`src/logic/adc_mode_pkg.sv`:
```
// Constants, mode type and state record of the power-mode sequencer.
// Assumes one system clock; frame positions are counted in serial clock
// falling edges seen through the synchronisers, wake-up time in system clocks.
package adc_mode_pkg;

  localparam int RES_BITS = 12;
  localparam int CNT_W = 6;

  // Serial clock falling-edge counts
  localparam logic [5:0] CNT_GLITCH = 6'h02;
  localparam logic [5:0] CNT_KEEP = 6'h0A;
  localparam logic [5:0] CNT_TRACK = 6'h0D;
  localparam logic [5:0] CNT_RESULT = 6'h0E;
  localparam logic [5:0] CNT_WORD = 6'h10;
  localparam logic [5:0] CNT_LAST = 6'h20;
  localparam logic [3:0] LEAD_ZEROS = 4'h2;
  localparam logic [3:0] DATA_TOP = 4'hD;

  // Partial power-down wake-up time
  localparam int CLK_NS = 20;
  localparam int WAKE_NS = 200;
  localparam int WAKE_CYC_I = (WAKE_NS + CLK_NS - 1) / CLK_NS;
  localparam logic [3:0] WAKE_CYC = 4'(WAKE_CYC_I);

  // Synchroniser states after reset: both pins idle high
  localparam logic [2:0] SYNC_IDLE = 3'h7;

  typedef enum logic [1:0] {
    MODE_NORMAL,
    MODE_PARTIAL,
    MODE_FULL
  } pwr_mode_t;

  typedef struct packed {
    logic [RES_BITS-1:0] a;
    logic [RES_BITS-1:0] b;
  } result_pair_t;

  typedef struct packed {
    logic [2:0] cs_sync;
    logic [2:0] sclk_sync;
    pwr_mode_t mode;
    logic frame;
    logic waking;
    logic [CNT_W-1:0] count;
    result_pair_t data;
    logic line_a;
    logic line_b;
    logic oe_n;
    logic hold;
    logic analog_on;
    logic ref_on;
    logic [3:0] wake_cnt;
    logic ready;
  } state_t;

endpackage

```
`src/logic/dual_adc_power_mode_sequencer.sv`:
```
// Frame, shift-out and power-mode logic of a dual 12-bit serial converter.
// Assumes frame select and serial clock come from the host off-domain and
// the converter core presents both results in the system clock domain.
//
// Behaviour
// - Rise between tenth and fourteenth edge: stay powered, abort, float lines.
// - Full conversion and readout of one result takes fourteen clocks.
// - After fourteen clocks lines keep driving until rise or 32nd edge.
// - Two more clocks low shift out two trailing zeros.
// - Further fourteen clocks put the other converter's result on each line.
// - Active line floats at 32nd edge or frame rise, whichever first.
// - Normal mode, rise between second and tenth edge: partial power-down.
// - Normal mode, rise before second edge: stays normal, glitch filtered.
// - Partial: analog off, reference on. Full: reference off too.
// - Dummy frame past tenth edge wakes from partial in about 200 ns.
// - Partial mode, rise before second edge: back to partial power-down.
// - Power-up begun at frame start is abandoned on an early rise.
// - Partial mode, rise between second and tenth edge: full power-down.
// - Waking from partial, hold returns to track after first clock edge.
// - Frame start samples inputs, starts conversion, drives result lines.
// - Frame start gives first zero; edges give second zero, then MSB first.
// - Serial clock times conversion and result shifting.
`timescale 1ns/1ns

module dual_adc_power_mode_sequencer (
  input wire logic CLK_SYS,
  input wire logic RST,
  input wire logic CS_N,
  input wire logic SCLK,
  input wire adc_mode_pkg::result_pair_t CONV_RESULT,
  output logic RESULT_LINE_A,
  output logic RESULT_LINE_A_OE_N,
  output logic RESULT_LINE_B,
  output logic RESULT_LINE_B_OE_N,
  output logic TRACK_HOLD,
  output logic ANALOG_ON,
  output logic REF_ON,
  output logic POWER_READY,
  output adc_mode_pkg::pwr_mode_t MODE
);

  ////////////////////////////////////////////////////////////////////////////
  // State and edge detection

  adc_mode_pkg::state_t s;
  adc_mode_pkg::state_t next_s;
  logic cs_fall;
  logic cs_rise;
  logic sclk_fall;
  logic sclk_rise;

  assign cs_fall = s.cs_sync[2] & ~s.cs_sync[1];
  assign cs_rise = ~s.cs_sync[2] & s.cs_sync[1];
  assign sclk_fall = s.sclk_sync[2] & ~s.sclk_sync[1];
  assign sclk_rise = ~s.sclk_sync[2] & s.sclk_sync[1];

  ////////////////////////////////////////////////////////////////////////////
  // Decoding helpers

  // Bit shown after falling edge c: 0,0,D11..D0,0,0 then the other result
  function automatic logic line_bit(
    input logic [5:0] c,
    input logic [11:0] own,
    input logic [11:0] other
  );
    logic [3:0] pos;
    logic [11:0] word;
    pos = c[3:0];
    word = (c < adc_mode_pkg::CNT_WORD) ? own : other;
    if (pos < adc_mode_pkg::LEAD_ZEROS) begin
      line_bit = 1'b0;
    end else if (pos < adc_mode_pkg::DATA_TOP + 4'h1) begin
      line_bit = word[adc_mode_pkg::DATA_TOP - pos];
    end else begin
      line_bit = 1'b0;
    end
  endfunction

  // Mode chosen when frame select rises after c falling edges
  function automatic adc_mode_pkg::pwr_mode_t judge_mode(
    input adc_mode_pkg::pwr_mode_t m,
    input logic [5:0] c
  );
    if (c < adc_mode_pkg::CNT_GLITCH) begin
      judge_mode = m;
    end else if (c < adc_mode_pkg::CNT_KEEP) begin
      if (m == adc_mode_pkg::MODE_NORMAL) begin
        judge_mode = adc_mode_pkg::MODE_PARTIAL;
      end else begin
        judge_mode = adc_mode_pkg::MODE_FULL;
      end
    end else begin
      judge_mode = adc_mode_pkg::MODE_NORMAL;
    end
  endfunction

  ////////////////////////////////////////////////////////////////////////////
  // Next state

  always_comb begin
    adc_mode_pkg::pwr_mode_t nm;
    logic [5:0] nc;
    nm = s.mode;
    nc = s.count + 6'h01;
    next_s = s;
    next_s.cs_sync = {s.cs_sync[1:0], CS_N};
    next_s.sclk_sync = {s.sclk_sync[1:0], SCLK};
    // Wake-up timer runs while a frame holds the part powering up
    if (s.frame & ~s.ready) begin
      if (s.wake_cnt == adc_mode_pkg::WAKE_CYC - 4'h1) begin
        next_s.ready = 1'b1;
      end else begin
        next_s.wake_cnt = s.wake_cnt + 4'h1;
      end
    end
    if (cs_fall) begin
      next_s.frame = 1'b1;
      next_s.count = '0;
      next_s.data = CONV_RESULT;
      next_s.line_a = 1'b0;
      next_s.line_b = 1'b0;
      next_s.oe_n = 1'b0;
      next_s.hold = 1'b1;
      next_s.analog_on = 1'b1;
      next_s.ref_on = 1'b1;
      next_s.wake_cnt = '0;
      next_s.waking = (s.mode != adc_mode_pkg::MODE_NORMAL);
      next_s.ready = (s.mode == adc_mode_pkg::MODE_NORMAL);
    end else if (cs_rise & s.frame) begin
      nm = judge_mode(s.mode, s.count);
      next_s.mode = nm;
      next_s.frame = 1'b0;
      next_s.waking = 1'b0;
      next_s.oe_n = 1'b1;
      next_s.hold = 1'b0;
      next_s.analog_on = (nm == adc_mode_pkg::MODE_NORMAL);
      next_s.ref_on = (nm != adc_mode_pkg::MODE_FULL);
      next_s.ready = (nm == adc_mode_pkg::MODE_NORMAL);
    end else if (s.frame) begin
      if (sclk_fall & (s.count < adc_mode_pkg::CNT_LAST)) begin
        next_s.count = nc;
        if (nc == adc_mode_pkg::CNT_LAST) begin
          next_s.oe_n = 1'b1;
        end else begin
          next_s.line_a = line_bit(nc, s.data.a, s.data.b);
          next_s.line_b = line_bit(nc, s.data.b, s.data.a);
        end
      end
      if (sclk_rise & (s.count >= adc_mode_pkg::CNT_TRACK)) begin
        next_s.hold = 1'b0;
      end
      if (s.waking & (sclk_rise | sclk_fall)) begin
        next_s.hold = 1'b0;
        next_s.waking = 1'b0;
      end
    end
  end

  ////////////////////////////////////////////////////////////////////////////
  // State register

  always_ff @(posedge CLK_SYS) begin
    if (RST) begin
      s <= '0;
      s.cs_sync <= adc_mode_pkg::SYNC_IDLE;
      s.sclk_sync <= adc_mode_pkg::SYNC_IDLE;
      s.oe_n <= 1'b1;
      s.analog_on <= 1'b1;
      s.ref_on <= 1'b1;
      s.ready <= 1'b1;
    end else begin
      s <= next_s;
    end
  end

  assign RESULT_LINE_A = s.line_a;
  assign RESULT_LINE_A_OE_N = s.oe_n;
  assign RESULT_LINE_B = s.line_b;
  assign RESULT_LINE_B_OE_N = s.oe_n;
  assign TRACK_HOLD = s.hold;
  assign ANALOG_ON = s.analog_on;
  assign REF_ON = s.ref_on;
  assign POWER_READY = s.ready;
  assign MODE = s.mode;
endmodule

```
`config.mk`:
```
export PLATFORM = sky130hd
export DESIGN_NAME = dual_adc_power_mode_sequencer
export DESIGN_NICKNAME = d
export VERILOG_FILES = /design/src/logic/adc_mode_pkg.sv /design/src/logic/dual_adc_power_mode_sequencer.sv
export SDC_FILE = /design/constraint.sdc
export NUM_CORES = 1
export LEC_CHECK = 0
export ABC_AREA = 1
export BUFFER_PORTS_ARGS = -buffer_cell sky130_fd_sc_hd__buf_2
export CAP_MARGIN = 10
export CORE_ASPECT_RATIO = 0.6
export CORE_MARGIN = 1.5
export CORE_UTILIZATION = 57
export CTS_CLUSTER_DIAMETER = 200
export DETAILED_ROUTE_END_ITERATION = 12
export PLACE_DENSITY = 0.79
export SLEW_MARGIN = 20
export SYNTH_ARGS = -nofsm -noshare
export SYNTH_HDL_FRONTEND = slang
export SYNTH_SLANG_ARGS = --single-unit
```
`constraint.sdc`:
```
create_clock -name CLK_SYS -period 2.13 [get_ports CLK_SYS]
set_input_delay 0.3195 -clock CLK_SYS [delete_from_list [all_inputs] [get_ports CLK_SYS]]
set_output_delay 0.3195 -clock CLK_SYS [all_outputs]
set_load 0.005 [all_outputs]
```
# [Word-level counts from Yosys, hierarchy flattened]
# Index checks and enable logic that the tools add are counted.
[totals] register_bits=51 input_bits=28 output_inout_bits=10 wordCells=104
[classes] add_sub_neg=3 order_cmp=8 eq_ne=3 muxes=35 bitwise=19 n_reduce_logical=20
[ops] op="12-bit two-way mux" n=2
[ops] op="3-bit nonzero test" n=6
[ops] op="1-bit two-way mux" n=16
[ops] op="2-bit two-way mux" n=8
[ops] op="6-bit two-way mux" n=2
[ops] op="2-bit AND reduction" n=5
[ops] op="1-bit bitwise AND" n=9
[ops] op="1-bit NOT" n=9
[ops] op="1-bit binary-select mux with 4-bit select" n=2
[ops] op="4-bit two-way mux" n=2
[ops] op="8-bit two-way mux" n=1
[ops] op="7-bit two-way mux" n=1
[ops] op="6-bit by 1-bit adder with 6-bit output (second input constant)" n=1
[ops] op="6-bit == test (second input constant)" n=1
[ops] op="6-bit by 4-bit >= comparator with 1-bit output (second input constant)" n=1
[ops] op="6-bit by 2-bit less-than comparator with 1-bit output (second input constant)" n=1
[ops] op="6-bit by 4-bit less-than comparator with 1-bit output (second input constant)" n=1
[ops] op="6-bit by 5-bit less-than comparator with 1-bit output (second input constant)" n=1
[ops] op="6-bit less-than comparator (second input constant)" n=1
[ops] op="3-bit AND reduction" n=2
[ops] op="4-bit by 5-bit less-than comparator with 1-bit output (second input constant)" n=1
[ops] op="4-bit by 1-bit adder with 4-bit output (second input constant)" n=1
[ops] op="4-bit == test (second input constant)" n=1
[ops] op="2-bit zero test" n=2
[ops] op="other kinds (10)" n=11

# [Depth between registers and ports, before layout]
# Gate-level depths: netlist of the first run.
[logic_depth] ltp_word=12 ltp_mapped=14 mapped_depth_nobuf=13

# [Least setup slack after synthesis of the first run]
# OpenSTA, ideal clock, no wires.
[synth_path] kind="register -> register" start="reg s[35] (netlist name)" end="reg s (netlist bit RESULT_LINE_A)" setup_time_ns=0.070 arrival_time_ns=1.841 required_ns=2.060 setup_slack_ns=0.219 path_stages_with_launch=13 n_path_buf=2 synth_period_minus_slack_ns=1.911 cell_sequence="dfxtp_1 -> buf_4 -> inv_1 -> buf_2 -> ha_1 -> ha_1 -> xnor2_1 -> nor2_1 -> nand3_1 -> nand2_1 -> clkinv_1 -> nand3_1 -> a21oi_1"
[synth_between] elab_chain_len=7 word_cells_on_any_way=15 classes_between="add/sub (2); order compare (4); eq/ne (1); mux (5); bitwise (2); reduce/logical (1)"
[synth_lines] item="start, declared" line="dual_adc_power_mode_sequencer.sv:45" text="adc_mode_pkg::state_t s;"
[synth_lines] item="start signal, assigned" line="dual_adc_power_mode_sequencer.sv:172" text="s <= next_s;"
[synth_lines] item="6-bit by 1-bit adder with 6-bit output" line="dual_adc_power_mode_sequencer.sv:104" text="nc = s.count + 6'h01;"
[synth_lines] item="6-bit by 5-bit less-than comparator with 1-bit output" line="dual_adc_power_mode_sequencer.sv:69" text="word = (c < adc_mode_pkg::CNT_WORD) ? own : other;"
[synth_lines] item="12-bit two-way mux" line="dual_adc_power_mode_sequencer.sv:69"
[synth_lines] item="1-bit binary-select mux with 4-bit select" line="dual_adc_power_mode_sequencer.sv:73" text="line_bit = word[adc_mode_pkg::DATA_TOP - pos];"
[synth_lines] item="1-bit two-way mux (not written as such)" line="dual_adc_power_mode_sequencer.sv:73"
[synth_lines] item="1-bit two-way mux" line="dual_adc_power_mode_sequencer.sv:72" text="end else if (pos < adc_mode_pkg::DATA_TOP + 4'h1) begin"
[synth_lines] item="1-bit two-way mux" line="dual_adc_power_mode_sequencer.sv:70" text="if (pos < adc_mode_pkg::LEAD_ZEROS) begin"
# Parallel ways exist; a longest one is shown, timed or not. The select of a mux whose other input is x is not followed.
# A chain may end at the register's enable or synchronous reset.

# [Worst setup path in the final report of the first run]
[layout_path] start="reg s[35] (netlist name)" end="reg s (netlist bit RESULT_LINE_B)"
# The elaborated chain is that of the path after synthesis.

==> run_results.csv, run 1 <==
group,metric,value,unit
synthesis,synth_warnings,0,
global_route,grt.total_usage,0.249,
layout,drive_gt1_frac,0.173,
clock_tree,root_buffer,"clkbuf_8",
route,drcViolationCount,0,
placement,dp_hpwl,4400,um
power,switching_share,0.262,
clock_tree,cts.clk_slew.worst_paths,100,ps
synthesis,synth_fp_nets,431,
critical_path,path_class,"reg2reg",
synthesis,postSynthCellCount,395,
timing,final-setup-viol-count,0,
clock_tree,tritoncts,"yes",
clock_tree,htreeDepth,2,
flow_run,drv_cap,0,
synthesis,synthTopCellsByArea,"dfxtp_1 38%, nand2_1 10%, nand3_1 9.2%",
synthesis,synth_cell_types,33,
critical_path,cp_max_fo,20,
critical_path,required,2380,ps
floorplanning,start_util,0.593,
outcome,status,"complete, no violations",
clock_tree,numCtsBuffers,5,
critical_path,crit_family,"adder cells",
power,p_int,1.29,mW
route,drtIter0Drc,226,
critical_path,critPathArrivalTime,2210,ps
synthesis,seq_area_frac_synth,0.377,
power,clkPwrFrac,0.333,
synthesis,synth_top_cell_area_share,0.377,
global_route,grt_antenna_before_repair,0,
power,pwr_density_cell,578,nW/um2
placement,placement.io_buffers,37,
placement,placed_cells,482,
floorplanning,die_area,5180,um2
clock_tree,clockBufferDepth,2,
timing,min_period_over_period,0.922,
global_route,grt_overflow,0,
synthesis,syn-mean-instance-area,6.85,um2
power,peakVddDrop,0.000480,V
layout,largest_register_ffs,38,
synthesis,yosysTopAreaCell,"dfxtp_1",
timing,relSlewSlack,0.547,
power,p_leak,1.26,nW
critical_path,path_buf_inv,3,
global_route,grt_max_degree,34,
layout,largest-register,"s",
floorplanning,fp.dieH,56.4,um
power,p_comb_frac,0.090,
global_route,grt_pass1_vias,2283,
clock_tree,clock-sinks,51,
synthesis,synth_area,2710,um2
layout,syn2layout_area_growth,11.9,%
layout,layout.nets,462,
timing,setup_ws,165,ps
route,vias,2618,
timing,hold_violations,0,
timing,fin_tns_setup,0,ps
route,vias_per_cell,5.34,
timing,min_period,1960,ps
route,finalWirelength,5900,um
timing,fin_skew,6.97,ps
critical_path,cp-start-kind,"register",
critical_path,critPathMaxStageDelay,370,ps
layout,finalNonFillerCells,490,
route,post_drt_wl_per_cell,12.0,um
power,p_seq_frac,0.576,
timing,slew_violations,0,
critical_path,slowest_stage,"dfxtp_1",
floorplanning,core-area,4560,um2
layout,diodes,0,
timing,tightest_slew,679,ps
power,p_switching,0.459,mW
critical_path,cp_cell_sequence,"buf_6, inv_1, ha_1, ha_1, xnor2_2, nor2_1, nand3_1, nand2_1, clkinv_1, nand3_1, a21oi_1",
route,first_pass_iters,5,
floorplanning,placement_rows,19,
floorplanning,die_width,92.0,um
placement,pre_cts_slack,96.3,ps
global_route,grt_pass1_wl,10400,um
placement,gp_congestion,0.966,
route,ant_nets,0,
critical_path,end_kind,"register",
min_path,min_path_type,"in2reg",
synthesis,ys_ff_latch,51,
floorplanning,io_pins,38,
timing,grt_setup_unrepaired,"no",
timing,fmax,0.509,GHz
clock_tree,clk-insertion-delay-late,310,ps
[worst paths after layout]
path	start	to	slack, ps	depth (start not counted)
setup / recovery	s[35]	RESULT_LINE_B	170	11
hold / removal	SCLK	next_s[46]	180	2
setup reg to reg	s[35]	RESULT_LINE_B	170	11
hold reg to reg	next_s[46]	next_s[47]	420	1
[synth_stat cells]
| cell type | count |
|---|---|
| a31oi_1 | 4 |
| xnor2_1 | 1 |
| nor2_1 | 42 |
| nand3_1 | 50 |
| nor3_1 | 7 |
| nor2_2 | 2 |
| a21boi_2 | 1 |
| o211ai_1 | 7 |
| buf_2 | 7 |
| or2_1 | 1 |
| ha_1 | 8 |
| clkinv_1 | 2 |
| o22ai_1 | 1 |
| inv_1 | 37 |
| inv_2 | 1 |
| o21ai_1 | 2 |
| nand2_1 | 75 |
| nand2_2 | 1 |
| or2_2 | 7 |
| dfxtp_1 | 51 |
| nor4_1 | 1 |
| a21oi_2 | 1 |
| o21ai_2 | 1 |
| buf_4 | 6 |
| nand4_1 | 2 |
| a211oi_1 | 1 |
| a21oi_1 | 23 |
| clkbuf_1 | 8 |
| buf_6 | 3 |
| nor3_2 | 1 |
| o31ai_1 | 1 |
| o21ai_0 | 38 |
| xor2_1 | 2 |
[layout make-up]
type	instances	area [um2]
Multi-Input combinational cell	280	1400
Clock inverter	3	22.5
Timing Repair Buffer	48	284
Sequential cell	51	1020
Tap cell	63	78.8
Clock buffer	5	68.8
Fill cell	415	1540
Inverter	40	150
[power groups by stage]
| stage | Sequential, mW | Clock (mW) | Combinational, mW |
|---|---|---|---|
| 2_1_floorplan | 1.02 | 0 | 0.111 |
| 3_3_place_gp | 1.03 | 0 | 0.154 |
| 3_5_place_dp | 1.03 | 0 | 0.158 |
| 4_1_cts | 1.01 | 0.597 | 0.158 |
| 5_1_grt | 1.01 | 0.638 | 0.183 |
| 6_report | 1.01 | 0.584 | 0.158 |
[cell families after synthesis]
group,synth area share
AND/OR/NAND/NOR,0.304
AO/OA/AOI/OAI,0.164
buffers and inverters,0.109
flip-flops,0.377
adder cells (fa/ha/maj),0.0370
XOR/XNOR,0.00971
[worst register-to-register path, stage by stage (launching register included)]
cell and delay, ps:
dfxtp_1 370, buf_6 200, inv_1 80, ha_1 310, ha_1 230, xnor2_2 260, nor2_1 100, nand3_1 90
nand2_1 50, clkinv_1 50, nand3_1 60, a21oi_1 110
[through the flow]
| stage | area [um2] | utilization | power (mW) | hold slack (ps) |
|---|---|---|---|---|
| 6_report | 3030 | 0.663 | 1.75 | 176 |
| 5_1_grt | 3030 | 0.663 | 1.84 | 177 |
| 2_1_floorplan | 2710 | - | 1.13 | 389 |
| 4_1_cts | 3010 | 0.660 | 1.76 | 172 |
| 3_5_place_dp | 2920 | 0.640 | 1.19 | 397 |
| 3_3_place_gp | 2920 | 0.640 | 1.18 | 393 |
[routing by layer]
layer	part of all wire	routed length, um	vias up	global-route usage
met5	0	0	-	0
met4	0.0081	48	0	0.0681
met3	0.076	449	7	0.0583
met2	0.38	2230	89	0.349
met1	0.54	3170	1161	0.378
li1	-	-	1361	-
[cell usage in the layout (no fill, tap or decap), types with 9 or more instances in the layout]
cell type / count
o21ai_0: 38
nand2_1: 75
a21oi_1: 23
nand3_1: 50
nor2_1: 42
buf_2: 37
dfxtp_1: 50
buf_4: 9
inv_1: 37
[timing repair]
item | 4_1_cts | 5_1_grt
endpoints found under the setup margin | 0 | 4
buffers inserted | 0 | 0
resized for setup | 0 | 4
hold buffers | 0 | 0
Power figures use the tool's default switching activity.
==> inputs of run 2 (changes only) <==
BUFFER_PORTS_ARGS = -buffer_cell sky130_fd_sc_hd__buf_4   (was -buffer_cell sky130_fd_sc_hd__buf_2)
==> run 2 against run 1 <==
Compared with the run above: routed wire length grew 6.8%; fmax grew 0.46%; register-to-register slack is essentially flat; final area grew 3.8%; total power shrank 0.31%; largest cell class unchanged; final cell count grew 0.41%.
==> run_results.csv, run 2 (same netlist as run 1, synthesis figures left out) <==
group,metric,value,unit
floorplanning,placement_rows,19,
layout,layout.nets,464,
timing,tightest_slew,682,ps
critical_path,cp-start-kind,"register",
layout,largest_register_ffs,38,
floorplanning,fp.dieH,56.4,um
layout,diodes,0,
global_route,grt_antenna_before_repair,0,
layout,layout_commonest_cell,"nand2_1",
placement,gp_congestion,0.906,
route,drcViolationCount,0,
critical_path,path_class,"reg2reg",
layout,drive_gt1_frac,0.177,
global_route,grt_pass1_vias,2270,
layout,syn2layout_area_growth,16.2,%
floorplanning,io_pins,38,
critical_path,r2r-start,"s[35]",
route,ant_nets,0,
outcome,status,"complete, no violations",
floorplanning,die_area,5180,um2
route,vias_per_cell,5.40,
timing,min_period_over_period,0.918,
layout,finalNonFillerCells,492,
flow_run,drv_cap,0,
route,first_pass_iters,5,
clock_tree,numCtsBuffers,5,
global_route,grt_overflow,0,
timing,fin_tns_setup,0,ps
route,post_drt_wl_per_cell,12.8,um
clock_tree,cts.clk_slew.worst_paths,100,ps
timing,relSlewSlack,0.545,
placement,dp_hpwl,4580,um
power,peakVddDrop,0.000429,V
timing,fmax,0.511,GHz
placement,placement.io_buffers,37,
layout,final_core_util,0.689,
floorplanning,start_util,0.593,
critical_path,cp_max_fo,20,
timing,fin_skew,9.40,ps
placement,placed_cell_area,3010,um2
global_route,grt_pass1_wl,10800,um
min_path,min_path_type,"in2reg",
min_path,min_from,"SCLK",
clock_tree,htreeDepth,2,
power,p_leak,1.30,nW
route,vias,2656,
floorplanning,die_width,92.0,um
layout,largest-register,"s",
placement,placed_cells,482,
critical_path,critPathArrivalTime,2190,ps
clock_tree,clk-insertion-delay-late,310,ps
timing,min_period,1960,ps
layout,layout_common_cells,"75 x nand2_1, 50 x nand3_1, 49 x dfxtp_1, 48 x buf_4, 42 x nor2_1",
clock_tree,clock-sinks,51,
layout,design_area,3140,um2
route,drtIter0Drc,212,
clock_tree,tritoncts,"yes",
floorplanning,core-area,4560,um2
timing,slew_violations,0,
power,pwr_density_cell,555,nW/um2
global_route,grt.total_usage,0.262,
timing,grt_setup_unrepaired,"no",
timing,hold_violations,0,
critical_path,worstSetupStartpoint,"s[35]",
clock_tree,root_buffer,"clkbuf_8",
layout,fill_cells,431,
clock_tree,clockBufferDepth,2,
critical_path,required,2360,ps
global_route,grt_max_degree,34,
timing,final-setup-viol-count,0,
critical_path,end_kind,"register",
route,finalWirelength,6300,um
-- run 2: cell types whose count changed in the layout (fill, tap and decap cells not counted), moves of 2 or more --
| cell | before | now |
|---|---|---|
| buf_2 | 37 | 0 |
| buf_4 | 9 | 48 |
| clkinv_4 | 0 | 2 |
| inv_6 | 2 | 0 |
-- run 2: routing by layer --
layer	GRT usage	vias to the layer above	share of wire
li1	-	1363	-
met1	0.410	1186	0.50
met2	0.366	98	0.42
met3	0.0528	9	0.071
met4	0.0527	0	0.0089
met5	0	-	0
-- run 2: repair_timing --
action,4_1_cts,5_1_grt
buffers inserted,0,2
setup endpoints to repair,0,3
resized for setup,0,7
hold buffers,0,0
-- run 2: path summary, 6_finish.rpt --
kind | depth (start not counted) | endpoint | slack, ps
max | 14 | RESULT_LINE_A | 170
min | 2 | next_s[46] | 190
max reg2reg | 14 | RESULT_LINE_A | 170
min reg2reg | 1 | next_s[47] | 420
-- run 2: final cells by class --
cell class	instances	area, um2	share of cell area
multi-input cells	280	1410	0.447
repair buffers	50	395	0.126
inverters	40	150	0.0478
well taps	63	78.8	0.0251
clock buffers	6	72.6	0.0231
flip-flops and latches	51	1020	0.326
clock inverters	2	17.5	0.00557
-- run 2: critical path: stages (launching register included) --
cell and delay, ps:
dfxtp_1 380, buf_8 180, nand2_1 120, nor2_4 130
nand3_1 110, nand2_2 130, buf_4 180, nand3_1 70
nand3_1 80, nand2_1 60, nand2_1 60, nand3_1 80
nand2_1 70, nand3_1 80, a21oi_1 130
-- run 2: metrics by stage --
stage                     hold WS, ps  setup slack (ps)  power (mW)
after floorplan                   389               219        1.13
after global placement            392               192        1.20
after detailed placement          393               124        1.20
after CTS                         181              90.1        1.76
after global routing              177              15.3        1.83
final                             186               174        1.75
-- run 2: report_power, final --
part	total [mW]	leakage [nW]	internal (mW)	switching (mW)
sequential	1.01	0.417	0.986	0.0231
clock	0.562	0.0454	0.236	0.325
combinational	0.175	0.841	0.0832	0.0920
